[config.mk]
export PLATFORM = sky130hd
export DESIGN_NAME = display_channel_sequencer
export DESIGN_NICKNAME = d
export VERILOG_FILES = /design/src/display_seq_pkg.sv /design/src/chan_switch.sv /design/src/tone_gen.sv /design/src/display_channel_sequencer.sv
export SDC_FILE = /design/constraint.sdc
export NUM_CORES = 1
export LEC_CHECK = 0
export BUFFER_PORTS_ARGS = -buffer_cell sky130_fd_sc_hd__buf_2
export CORE_MARGIN = 2
export CORE_UTILIZATION = 60
export CTS_CLUSTER_DIAMETER = 40
export DETAILED_ROUTE_END_ITERATION = 12
export GPL_ROUTABILITY_DRIVEN = 0
export PLACE_DENSITY = 0.92
export SKIP_LAST_GASP = 1
export SLEW_MARGIN = 20
export SYNTH_ARGS = -nofsm -noshare
export SYNTH_HDL_FRONTEND = slang
export SYNTH_SLANG_ARGS = --single-unit
[constraint.sdc]
create_clock -name clock_in -period 9.04 [get_ports clock_in]
set_input_delay 0.452 -clock clock_in [delete_from_list [all_inputs] [get_ports clock_in]]
set_output_delay 0.452 -clock clock_in [all_outputs]
set_load 0.05 [all_outputs]
[src/display_seq_pkg.sv]
// Constants for the display channel sequencer: strobe codes, latch bit
// positions, reset values and timing.
// Assumes a 100 MHz clock_in.
`default_nettype none
package display_seq_pkg;
   localparam int CLOCK_HZ = 100_000_000;
   localparam int CLOCK_NS = 10;
   localparam int ADDR_W = 3;
   localparam int DATA_W = 8;
   localparam int NUM_STROBES = 8;
   localparam int NUM_SELECTS = 5;
   localparam int SWITCH_INPUTS = 4;
   // Nominal processor write pulse; the strobes simply follow it
   localparam int WRITE_PULSE_NS = 700;
   localparam int WRITE_PULSE_CYCLES = (WRITE_PULSE_NS + CLOCK_NS - 1) / CLOCK_NS;
   // Strobe codes on the three address lines
   localparam logic [2:0] STROBE_CONTROL = 3'h0;
   localparam logic [2:0] STROBE_TEST = 3'h1;
   localparam logic [2:0] READ_STATUS = 3'h2;
   // Display control latch
   localparam int CTRL_DRIVE_ALT_BIT = 5;
   localparam logic [7:0] CTRL_RESET = 8'h00;
   // Display test latch
   localparam int TEST_SCAN_CLK_BIT = 0;
   localparam int TEST_SCAN_MODE_BIT = 1;
   localparam int TEST_SPEAKER_BIT = 2;
   localparam int TEST_LED_MODE_BIT = 3;
   localparam int TEST_GREEN_BIT = 4;
   localparam int TEST_RED_BIT = 5;
   localparam logic [7:0] TEST_RESET = 8'h30;
   // Status word
   localparam int STAT_READBACK_BIT = 5;
   localparam int STAT_INIT_BIT = 6;
   // Tone
   localparam int TONE_HZ = 4000;
   localparam int TONE_HALF_CYCLES = CLOCK_HZ / (2 * TONE_HZ);
endpackage : display_seq_pkg
`default_nettype wire

[src/chan_switch.sv]
// Four-input channel switch with active-low one-of-four selects.
// Assumes the selects and data are synchronous to clock_in.
`default_nettype none
module chan_switch
   import display_seq_pkg::*;
#(
   parameter int WIDTH = 8
) (
   // Clock and reset
   input wire logic clock_in,
   input wire logic nrst_in,
   input wire logic enable_in,
   // Signal inputs
   input wire logic [WIDTH-1:0] in_a_in,
   input wire logic [WIDTH-1:0] in_b_in,
   input wire logic [WIDTH-1:0] in_c_in,
   input wire logic [WIDTH-1:0] in_d_in,
   input wire logic [SWITCH_INPUTS-1:0] select_n_in,
   // Output
   output logic [WIDTH-1:0] out_out
);
   wire logic [SWITCH_INPUTS-1:0] pick = ~select_n_in;
   // No select or a clash gives a blank output rather than a sum
   wire logic [WIDTH-1:0] next_out =
      (pick == 4'h1) ? in_a_in :
      (pick == 4'h2) ? in_b_in :
      (pick == 4'h4) ? in_c_in :
      (pick == 4'h8) ? in_d_in : '0;

   always_ff @(posedge clock_in) begin
      if (!nrst_in) begin
         out_out <= '0;
      end else if (enable_in) begin
         out_out <= next_out;
      end
   end
endmodule : chan_switch
`default_nettype wire

[src/tone_gen.sv]
// Free-running square tone, held stopped while not running.
// Assumes run_in is synchronous to clock_in.
`default_nettype none
module tone_gen
   import display_seq_pkg::*;
#(
   parameter int HALF_CYCLES = TONE_HALF_CYCLES
) (
   // Clock and reset
   input wire logic clock_in,
   input wire logic nrst_in,
   input wire logic enable_in,
   // Control and tone
   input wire logic run_in,
   output logic tone_out
);
   localparam int CW = $clog2(HALF_CYCLES + 1);
   localparam logic [CW-1:0] LAST = CW'(HALF_CYCLES - 1);
   logic [CW-1:0] count;
   wire logic wrap = (count == LAST);

   always_ff @(posedge clock_in) begin
      if (!nrst_in || (enable_in && !run_in)) begin
         count <= '0;
         tone_out <= 1'b0;
      end else if (enable_in) begin
         count <= wrap ? '0 : count + 1'b1;
         tone_out <= wrap ? ~tone_out : tone_out;
      end
   end
endmodule : tone_gen
`default_nettype wire

[src/display_channel_sequencer.sv]
// Display channel sequencer: write strobe decoder, display control and
// test latches, channel-select state machine with scan test, tone enable
// and the three-switch channel tree.
// Assumes all inputs synchronous to clock_in; drives are pre-squared.
//
// Local design decisions: the register addresses and the plain strobed port.
`default_nettype none
module display_channel_sequencer
   import display_seq_pkg::*;
#(
   parameter int WIDTH = 8,
   parameter int TONE_HALF = TONE_HALF_CYCLES
) (
   // Clock, reset, clock enable
   input wire logic clock_in,
   input wire logic nrst_in,
   input wire logic enable_in,
   // Processor port
   input wire logic [ADDR_W-1:0] bus_addr_in,
   input wire logic [DATA_W-1:0] bus_wdata_in,
   input wire logic qualified_write_in,
   input wire logic bus_read_in,
   output logic [DATA_W-1:0] bus_rdata_out,
   output logic [NUM_STROBES-1:0] write_strobe_n_out,
   // Mainframe drives
   input wire logic chop_drive_in,
   input wire logic alt_drive_in,
   // Channel selects
   output logic [3:0] channel_select_n_out,
   output logic trigger_view_select_n_out,
   // Test latch outputs
   output logic scan_readback_bit_out,
   output logic speaker_out,
   output logic led_mode_out,
   output logic probe_offset_green_drive_n_out,
   output logic probe_offset_red_drive_n_out,
   // Signal path
   input wire logic [WIDTH-1:0] ch1_in,
   input wire logic [WIDTH-1:0] ch2_in,
   input wire logic [WIDTH-1:0] ch3_in,
   input wire logic [WIDTH-1:0] ch4_in,
   input wire logic [WIDTH-1:0] trigger_view_in,
   output logic [WIDTH-1:0] trace_out
);
   typedef enum logic [1:0] {
      MODE_RUN = 2'b01,
      MODE_SCAN = 2'b10
   } seq_mode_type;

   logic [DATA_W-1:0] control_latch;
   logic [DATA_W-1:0] test_latch;
   logic [NUM_SELECTS-1:0] position;
   logic drive_prev;
   logic scan_clk_prev;
   logic init_done;
   seq_mode_type mode;

   // Strobe decode
   wire logic [NUM_STROBES-1:0] strobe_hot =
      qualified_write_in ? (NUM_STROBES'(1) << bus_addr_in) : '0;
   wire logic control_write = strobe_hot[STROBE_CONTROL];
   wire logic test_write = strobe_hot[STROBE_TEST];

   assign write_strobe_n_out = ~strobe_hot;

   // Sequencer inputs
   wire logic [NUM_SELECTS-1:0] display_enable = control_latch[NUM_SELECTS-1:0];
   wire logic drive_alt = control_latch[CTRL_DRIVE_ALT_BIT];
   wire logic drive_now = drive_alt ? alt_drive_in : chop_drive_in;
   wire logic drive_edge = drive_now ^ drive_prev;
   wire logic scan_on = test_latch[TEST_SCAN_MODE_BIT];
   wire logic scan_clk = test_latch[TEST_SCAN_CLK_BIT];
   wire logic scan_rise = scan_clk & ~scan_clk_prev;
   wire logic scan_data = control_latch[0];
   wire seq_mode_type next_mode = scan_on ? MODE_SCAN : MODE_RUN;

   function automatic logic [NUM_SELECTS-1:0] next_pick(
      input logic [NUM_SELECTS-1:0] cur,
      input logic [NUM_SELECTS-1:0] en
   );
      logic [NUM_SELECTS-1:0] res;
      logic found;
      int start;
      int j;
      res = '0;
      found = 1'b0;
      start = 0;
      j = 0;
      for (int i = 0; i < NUM_SELECTS; i++) begin
         if (cur[i]) begin
            start = i + 1;
         end
      end
      for (int k = 0; k < NUM_SELECTS; k++) begin
         j = (start + k) % NUM_SELECTS;
         if (!found && en[j]) begin
            res[j] = 1'b1;
            found = 1'b1;
         end
      end
      return res;
   endfunction : next_pick

   wire logic [NUM_SELECTS-1:0] next_position_run = next_pick(position, display_enable);
   wire logic [NUM_SELECTS-1:0] next_position_scan =
      {position[NUM_SELECTS-2:0], scan_data};

   logic [NUM_SELECTS-1:0] next_position;
   always_comb begin
      next_position = position;
      case (mode)
         MODE_RUN: begin
            if (drive_edge) begin
               next_position = next_position_run;
            end
         end
         MODE_SCAN: begin
            if (scan_rise) begin
               next_position = next_position_scan;
            end
         end
         default: begin
            next_position = '0;
         end
      endcase
   end

   // Latches and state
   always_ff @(posedge clock_in) begin
      if (!nrst_in) begin
         control_latch <= CTRL_RESET;
         test_latch <= TEST_RESET;
      end else if (enable_in) begin
         if (control_write) begin
            control_latch <= bus_wdata_in;
         end
         if (test_write) begin
            test_latch <= bus_wdata_in;
         end
      end
   end

   always_ff @(posedge clock_in) begin
      if (!nrst_in) begin
         position <= '0;
         drive_prev <= 1'b0;
         scan_clk_prev <= 1'b0;
         mode <= MODE_RUN;
      end else if (enable_in) begin
         position <= next_position;
         drive_prev <= drive_now;
         scan_clk_prev <= scan_clk;
         mode <= next_mode;
      end
   end

   // First write to the test latch marks the end of start-up
   always_ff @(posedge clock_in) begin
      if (!nrst_in) begin
         init_done <= 1'b0;
      end else if (enable_in && test_write) begin
         init_done <= 1'b1;
      end
   end

   // Selects: masked by the enables and blanked in scan mode, so a shifted
   // pattern never puts two channels on screen at once
   // A shifted chain can leave several position bits set, so only the lowest is shown
   wire logic [NUM_SELECTS-1:0] select_masked = position & display_enable;
   wire logic [NUM_SELECTS-1:0] select_lowest = select_masked & (~select_masked + NUM_SELECTS'(1));
   wire logic [NUM_SELECTS-1:0] select_hot = (mode == MODE_RUN) ? select_lowest : '0;
   wire logic [NUM_SELECTS-1:0] select_n = ~select_hot;

   assign channel_select_n_out = select_n[3:0];
   assign trigger_view_select_n_out = select_n[4];
   assign scan_readback_bit_out = (mode == MODE_SCAN) & position[NUM_SELECTS-1];
   assign led_mode_out = test_latch[TEST_LED_MODE_BIT];
   assign probe_offset_green_drive_n_out = test_latch[TEST_GREEN_BIT];
   assign probe_offset_red_drive_n_out = test_latch[TEST_RED_BIT];

   // Readback
   wire logic [DATA_W-1:0] status_word = {1'b0, init_done, scan_readback_bit_out, position};
   wire logic [DATA_W-1:0] next_rdata =
      !bus_read_in ? '0 :
      (bus_addr_in == STROBE_CONTROL) ? control_latch :
      (bus_addr_in == STROBE_TEST) ? test_latch :
      (bus_addr_in == READ_STATUS) ? status_word : '0;

   always_ff @(posedge clock_in) begin
      if (!nrst_in) begin
         bus_rdata_out <= '0;
      end else if (enable_in) begin
         bus_rdata_out <= next_rdata;
      end
   end

   // Tone
   wire logic speaker_run = init_done & test_latch[TEST_SPEAKER_BIT];

   tone_gen #(
      .HALF_CYCLES(TONE_HALF)
   ) u_tone (
      .clock_in(clock_in),
      .nrst_in(nrst_in),
      .enable_in(enable_in),
      .run_in(speaker_run),
      .tone_out(speaker_out)
   );

   // Switch tree; the final switch adds one cycle behind the pair switches
   wire logic [SWITCH_INPUTS-1:0] pair12_sel_n = {2'b11, select_n[1], select_n[0]};
   wire logic [SWITCH_INPUTS-1:0] pair34_sel_n = {2'b11, select_n[3], select_n[2]};
   wire logic [SWITCH_INPUTS-1:0] merge_sel_n =
      {~(select_hot[2] | select_hot[3]), ~(select_hot[0] | select_hot[1]), select_n[4], 1'b1};
   logic [WIDTH-1:0] pair12_out;
   logic [WIDTH-1:0] pair34_out;
   logic [WIDTH-1:0] tv_delayed;

   // Trigger view waits one cycle to line up with the pair outputs
   always_ff @(posedge clock_in) begin
      if (!nrst_in) begin
         tv_delayed <= '0;
      end else if (enable_in) begin
         tv_delayed <= trigger_view_in;
      end
   end

   logic [SWITCH_INPUTS-1:0] merge_sel_q;
   always_ff @(posedge clock_in) begin
      if (!nrst_in) begin
         merge_sel_q <= 4'hF;
      end else if (enable_in) begin
         merge_sel_q <= merge_sel_n;
      end
   end

   chan_switch #(
      .WIDTH(WIDTH)
   ) u_pair12 (
      .clock_in(clock_in),
      .nrst_in(nrst_in),
      .enable_in(enable_in),
      .in_a_in(ch1_in),
      .in_b_in(ch2_in),
      .in_c_in('0),
      .in_d_in('0),
      .select_n_in(pair12_sel_n),
      .out_out(pair12_out)
   );

   chan_switch #(
      .WIDTH(WIDTH)
   ) u_pair34 (
      .clock_in(clock_in),
      .nrst_in(nrst_in),
      .enable_in(enable_in),
      .in_a_in(ch3_in),
      .in_b_in(ch4_in),
      .in_c_in('0),
      .in_d_in('0),
      .select_n_in(pair34_sel_n),
      .out_out(pair34_out)
   );

   chan_switch #(
      .WIDTH(WIDTH)
   ) u_merge (
      .clock_in(clock_in),
      .nrst_in(nrst_in),
      .enable_in(enable_in),
      .in_a_in('0),
      .in_b_in(tv_delayed),
      .in_c_in(pair12_out),
      .in_d_in(pair34_out),
      .select_n_in(merge_sel_q),
      .out_out(trace_out)
   );
endmodule : display_channel_sequencer
`default_nettype wire

# Word-level counts from Yosys, hierarchy flattened
# Cells that the tools add are included.
[classes]
n_lt_le_gt_ge = 10
shift = 1
n_reduce_logical = 23
add_sub_neg = 6
n_mux = 59
n_div = 5
bitwise_logic = 22
n_eq_ne = 15
[ops]
columns = ["op", "count"]
rows = [
  ["greater-or-equal comparator 32 x 1 -> 1 bit, second input constant", 5],
  ["< comparator 32 x 5 -> 1 bit, second input constant", 5],
  ["modulo 32 x 4 -> 32 bit, second input constant", 5],
  ["two-way mux 8 bit", 12],
  ["adder 32 x 3 -> 32 bit, second input constant", 2],
  ["two-way mux 32 bit", 2],
  ["two-way mux 5 bit", 8],
  ["adder 32 x 2 -> 32 bit, second input constant", 1],
  ["adder 32 x 4 -> 32 bit, second input constant", 1],
  ["two-way mux 1 bit", 21],
  ["OR 5 bit", 4],
  ["binary-select mux 1 bit (select 3 bit)", 5],
  ["demux 1 bit (select 3 bit)", 5],
  ["adder 14 x 1 -> 14 bit, second input constant", 1],
  ["== test 14 bit, second input constant", 1],
  ["two-way mux 14 bit", 1],
  ["== test 4 x 1 -> 1 bit, second input constant", 3],
  ["== test 4 x 2 -> 1 bit, second input constant", 3],
  ["inverter 4 bit", 3],
  ["logical AND 1 bit", 11],
  ["AND 5 bit", 2],
  ["inverter 5 bit", 2],
  ["one-hot mux 5 bit (2 select lines)", 1],
  ["inverter 8 bit", 1],
  ["20 further kinds", 36],
]
[word_totals]
out_inout_bits = 34
input_bits = 58
regBits = 84
wordCells = 156

# Logic depth before layout (Yosys ltp)
[depth]
depth_word = 24
mapped_depth = 22
depth_no_buf = 19

# Hierarchy
# From an unflattened synthesis, not the netlist that was laid out.
[unflattened]
cells_unflattened = 836
hier_area_um2 = 6964.2
[modules_own_cells]
columns = ["module", "instances", "seq_area_each_um2", "area_per_inst_um2", "cells_per_inst"]
rows = [
  ["display_channel_sequencer", 1, 900.9, 4201.5, 530],
  ["chan_switch", 3, 160.2, 688.2, 76],
  ["tone_gen", 1, 300.3, 698.2, 78],
]

# Worst setup path after synthesis
# No wires, ideal clock.
[synth_timing]
path_type = "reg2reg"
startpoint = "register position[3]"
endpoint = "register position[0]"
t_arrival_ns = 5.060
path_buffers = 3
slack_ns = 3.906
period_less_slack_ns = 5.134
stages_incl_launch_ff = 23
setup_ns = 0.075
required_ns = 8.965
path_cell_list = "dfxtp_1 or2_2 clkbuf_2 clkbuf_1 nor2_1 inv_1 ha_1 inv_1 ha_1 clkbuf_1 nor2_1 a21oi_1 o22a_1 ha_1 or3b_1 mux2_2 o21ai_1 o22ai_2 o211a_1 o31ai_4 nor4b_4 a211oi_1 o22ai_1"
[synth_between]
elab_chain_cells = 21
elab_cells_between_ends = 74
classes_between = "4 x add/sub; 5 x div; 10 x order compare; 38 x mux; 4 x bitwise; 13 x reduce/logical"
[synth_rtl]
columns = ["item", "line_no", "source"]
rows = [
  ["from (decl)", "display_channel_sequencer.sv:52", "logic [NUM_SELECTS-1:0] position;"],
  ["from (signal assigned)", "display_channel_sequencer.sv:150", "position <= next_position;"],
  ["two-way mux 32 bit * (2 in a row)", "display_channel_sequencer.sv:90", "if (cur[i]) begin"],
  ["parallel branches: the longest is 16 deep, another holds adder 32 x 2 -> 32 bit", "-", ""],
  ["two-way mux 5 bit *", "display_channel_sequencer.sv:96", "if (!found && en[j]) begin"],
  ["two-way mux 5 bit *", "display_channel_sequencer.sv:113", "if (drive_edge) begin"],
  ["one-hot mux 5 bit (2 select lines) *", "display_channel_sequencer.sv:111", "case (mode)"],
]
# Every way passes the cells marked *. The select of a mux whose other input is x is not followed.
# A chain may end at the register's enable or synchronous reset.

# Worst setup path after layout
[layout_timing]
startpoint = "register position[4]"
endpoint = "register position[0]"
[layout_between]
elab_chain_cells = 20
elab_cells_between_ends = 73
classes_between = "4 x add/sub; 5 x div; 10 x order compare; 37 x mux; 4 x bitwise; 13 x reduce/logical"
[layout_rtl]
columns = ["item", "line_no"]
rows = [
  ["two-way mux 32 bit *", "display_channel_sequencer.sv:90"],
  ["parallel branches: the longest is 16 deep, another holds adder 32 x 2 -> 32 bit", "-"],
  ["two-way mux 5 bit *", "display_channel_sequencer.sv:96"],
  ["two-way mux 5 bit *", "display_channel_sequencer.sv:113"],
  ["one-hot mux 5 bit (2 select lines) *", "display_channel_sequencer.sv:111"],
]
# Marked as above.

==> results.cfg <==
[critical_path]
critPathLaunchType = flop
crit_arrival_ps = 6300
end_kind = flop
cp_slowest_cell = ha_1
crit_top_cell = ha_1
crit_type = flop to flop
worst_ep_required_time_ps = 9330
slowest_delay_ps = 710
reg2reg_setup_slack_ps = 3030
rr_worst_depth = 16
r2r_start = position[4]
crit_chain = or2_2 -> nor2_1 -> inv_1 -> ha_1 -> clkinv_1 -> o22a_1 -> ha_1 -> or3b_1 -> mux2_2 -> o21ai_1 -> o22ai_2 -> o211a_1 -> o31ai_4 -> nor4b_4 -> a211oi_1 -> o22ai_1
crit_family = simple AND/OR/NAND/NOR gates
crit_buf_inv = 2
worstReg2RegEnd = position[0]
path_max_fanout = 22

[pwr]
power_density_nw_per_um2 = 263
p_switching_w = 0.000833
combPwrFrac = 0.628
pwr-share-seq = 0.230
p_clk_frac = 0.142
p_sw_frac = 0.472
p_int_w = 0.000931
vdd_ir_drop_max_mv = 0.134
leakagePower_nw = 2.98

[placement]
pre_cts_ws_ps = 3210
dpl_cell_area_um2 = 6530
placement.io_buffers = 91
dp_hpwl_um = 11300

[global_route]
grt_pass1_wl_um = 26300
grt-ovfl-total = 0
antenna_found_initial = 0
grt_pass1_vias = 5518
grt_max_degree = 90
grt_usage = 0.287

[floorplan]
die_x_um = 105
dieArea_um2 = 11000
placementRows = 36
start_util = 0.622
coreArea_um2 = 9820
io_pins = 92
die_h_um = 105

[hold_path]
hold_depth = 3
hp-class = input pin to flop
hp-start = bus_wdata_in[4]
min_to = test_latch[4]

[sta]
slew_viol_final = 0
hold_viol_final = 0
max_freq_ghz = 0.166
tightest_slew_ps = 888
tns_ps = 0
fin_crit_sh = 0.665
fin_worst_skew_ps = 12.8
whs_ps = 337
rsz0062_at_grt = no
fin_ws_ps = 3030
relSlewSlack = 0.408
period_minus_slack_ps = 6010
final-setup-viol-count = 0

[logic_synthesis]
synth_async_sr_flop_share = 0
ys_seq_elements = 84
yosys_warnings = 0
synth_nets = 848
syn-cell-area_um2 = 6110
synth_seq_area_share = 0.275
syn_area_per_cell_um2 = 8.03
synth_edf_count = 0
yosysUniqueCellTypes = 83
synthFlopType = dfxtp_1
synth_cells = 761

[cts]
postCtsSetupRepairBufs = 0
cts-root-buf = clkbuf_8
clock-sinks = 84
cts_resized = 0
h-tree-depth = 3
path_clk_slew_ps = 80
cts_made_buffers = 9
insertion_delay_ps = 370
postCtsHoldBufs = 0
clock_tree.buffer_depth = 2
cts_tree = done

[finish]
fin_nets = 899
drive_gt1_frac = 0.177
final_area_um2 = 6710
area_growth_syn_to_layout_pct = 9.83
n_antenna_cell = 0

[drt]
drt_iter0_markers = 644
via_per_inst = 6.32
drt-total-wl_um = 15900
drc = 0
postRouteAntennaNets = 0
vias = 6005
post_drt_wl_per_cell_um = 16.8
firstDrtPassIters = 6

[flow_run]
drv_cap = 0

[run_status]
status = finished clean
worst max-delay path by stage:
stage | cells past startpoint | from | to | slack, ps
after CTS | 16 | position[4] | position[0] | 3190
final | 16 | position[4] | position[0] | 3030
after detailed placement | 16 | position[4] | position[0] | 3210
after floorplan | 22 | position[3] | position[0] | 3910
after global routing | 16 | position[4] | position[4] | 2660
after global placement | 16 | position[4] | position[0] | 3510
cells by family (layout without fill, tap and decap cells):
family | Yosys count | after routing | share of synthesized area
AND/OR/NAND/NOR | 280 | 280 | 0.234
AO/OA/AOI/OAI | 203 | 203 | 0.253
buffers and inverters | 92 | 148 | 0.0612
flip-flops | 84 | 84 | 0.275
multiplexers | 52 | 52 | 0.0862
adder cells (fa/ha/maj) | 30 | 30 | 0.0622
XOR/XNOR | 20 | 20 | 0.0287
cells in the mapped netlist, types with 5 or more instances:
| master | count | area share |
|---|---|---|
| a21oi_1 | 27 | 0.022 |
| a22oi_1 | 24 | 0.029 |
| a31oi_1 | 8 | 0.0082 |
| and2_1 | 9 | 0.0092 |
| and3_1 | 10 | 0.010 |
| buf_2 | 8 | 0.0066 |
| clkbuf_1 | 41 | 0.025 |
| dfxtp_1 | 84 | 0.28 |
| ha_1 | 28 | 0.057 |
| inv_1 | 34 | 0.021 |
| mux2i_1 | 49 | 0.080 |
| nand2_1 | 87 | 0.053 |
| nand2b_1 | 8 | 0.0082 |
| nand3_1 | 19 | 0.016 |
| nand4_1 | 11 | 0.011 |
| nor2_1 | 53 | 0.033 |
| nor2b_1 | 39 | 0.040 |
| nor3_1 | 16 | 0.013 |
| o211a_1 | 28 | 0.046 |
| o211ai_1 | 11 | 0.014 |
| o21ai_0 | 26 | 0.021 |
| o21ai_1 | 5 | 0.0041 |
| o22ai_1 | 19 | 0.019 |
| o31ai_1 | 8 | 0.0098 |
| or2_2 | 6 | 0.0061 |
| xnor2_1 | 8 | 0.011 |
| xor2_1 | 12 | 0.017 |
stage by stage:
| stage | power (W) | utilization | instances |
|---|---|---|---|
| 2_1_floorplan | 0.00131 | - | 761 |
| 3_3_place_gp | 0.00146 | 0.665 | 934 |
| 3_5_place_dp | 0.00149 | 0.665 | 934 |
| 4_1_cts | 0.00173 | 0.684 | 950 |
| 5_1_grt | 0.00188 | 0.684 | 950 |
| 6_report | 0.00176 | 0.684 | 950 |
registers in the layout (all words and copies together) (netlist names), 8 cells and up:
register          cells
u_tone.count         14
bus_rdata_out         8
control_latch         8
test_latch            8
tv_delayed            8
u_merge.out_out       8
u_pair12.out_out      8
u_pair34.out_out      8
power by group through the flow:
stage	clock (W)	combinational (W)	sequential, W
6_report	0.000251	0.00111	0.000406
5_1_grt	0.000269	0.00120	0.000407
4_1_cts	0.000253	0.00108	0.000404
3_5_place_dp	0	0.00107	0.000413
3_3_place_gp	0	0.00105	0.000412
2_1_floorplan	0	0.000896	0.000409
worst min-delay path: stages:
cell and delay (ps):
buf_2 100, mux2i_1 60, nand2_1 60
cell usage in the layout, fill, tap and decap left out, types with 10 or more instances in the layout:
cell	n
a21oi_1	27
a22oi_1	24
and3_1	10
buf_2	91
clkbuf_8	10
dfxtp_1	84
ha_1	28
inv_1	34
mux2i_1	49
nand2_1	87
nand3_1	19
nand4_1	11
nor2_1	53
nor2b_1	39
nor3_1	16
o211a_1	28
o211ai_1	11
o21ai_0	26
o22ai_1	19
xor2_1	12
metal layers:
metal / GRT usage / part of all wire
met5: 0 / 0
met4: 0.0790 / 0.021
met3: 0.0674 / 0.082
met2: 0.471 / 0.46
met1: 0.379 / 0.43
area by class of cell:
cell class	instances	area (µm²)
clock buffers	10	138
inverters	38	145
flip-flops and latches	84	1680
well taps	133	166
repair buffers	94	478
multi-input cells	585	4060
clock inverters	6	47.5
fillers	791	3110
Note: power is estimated with default switching activity, not from simulation.
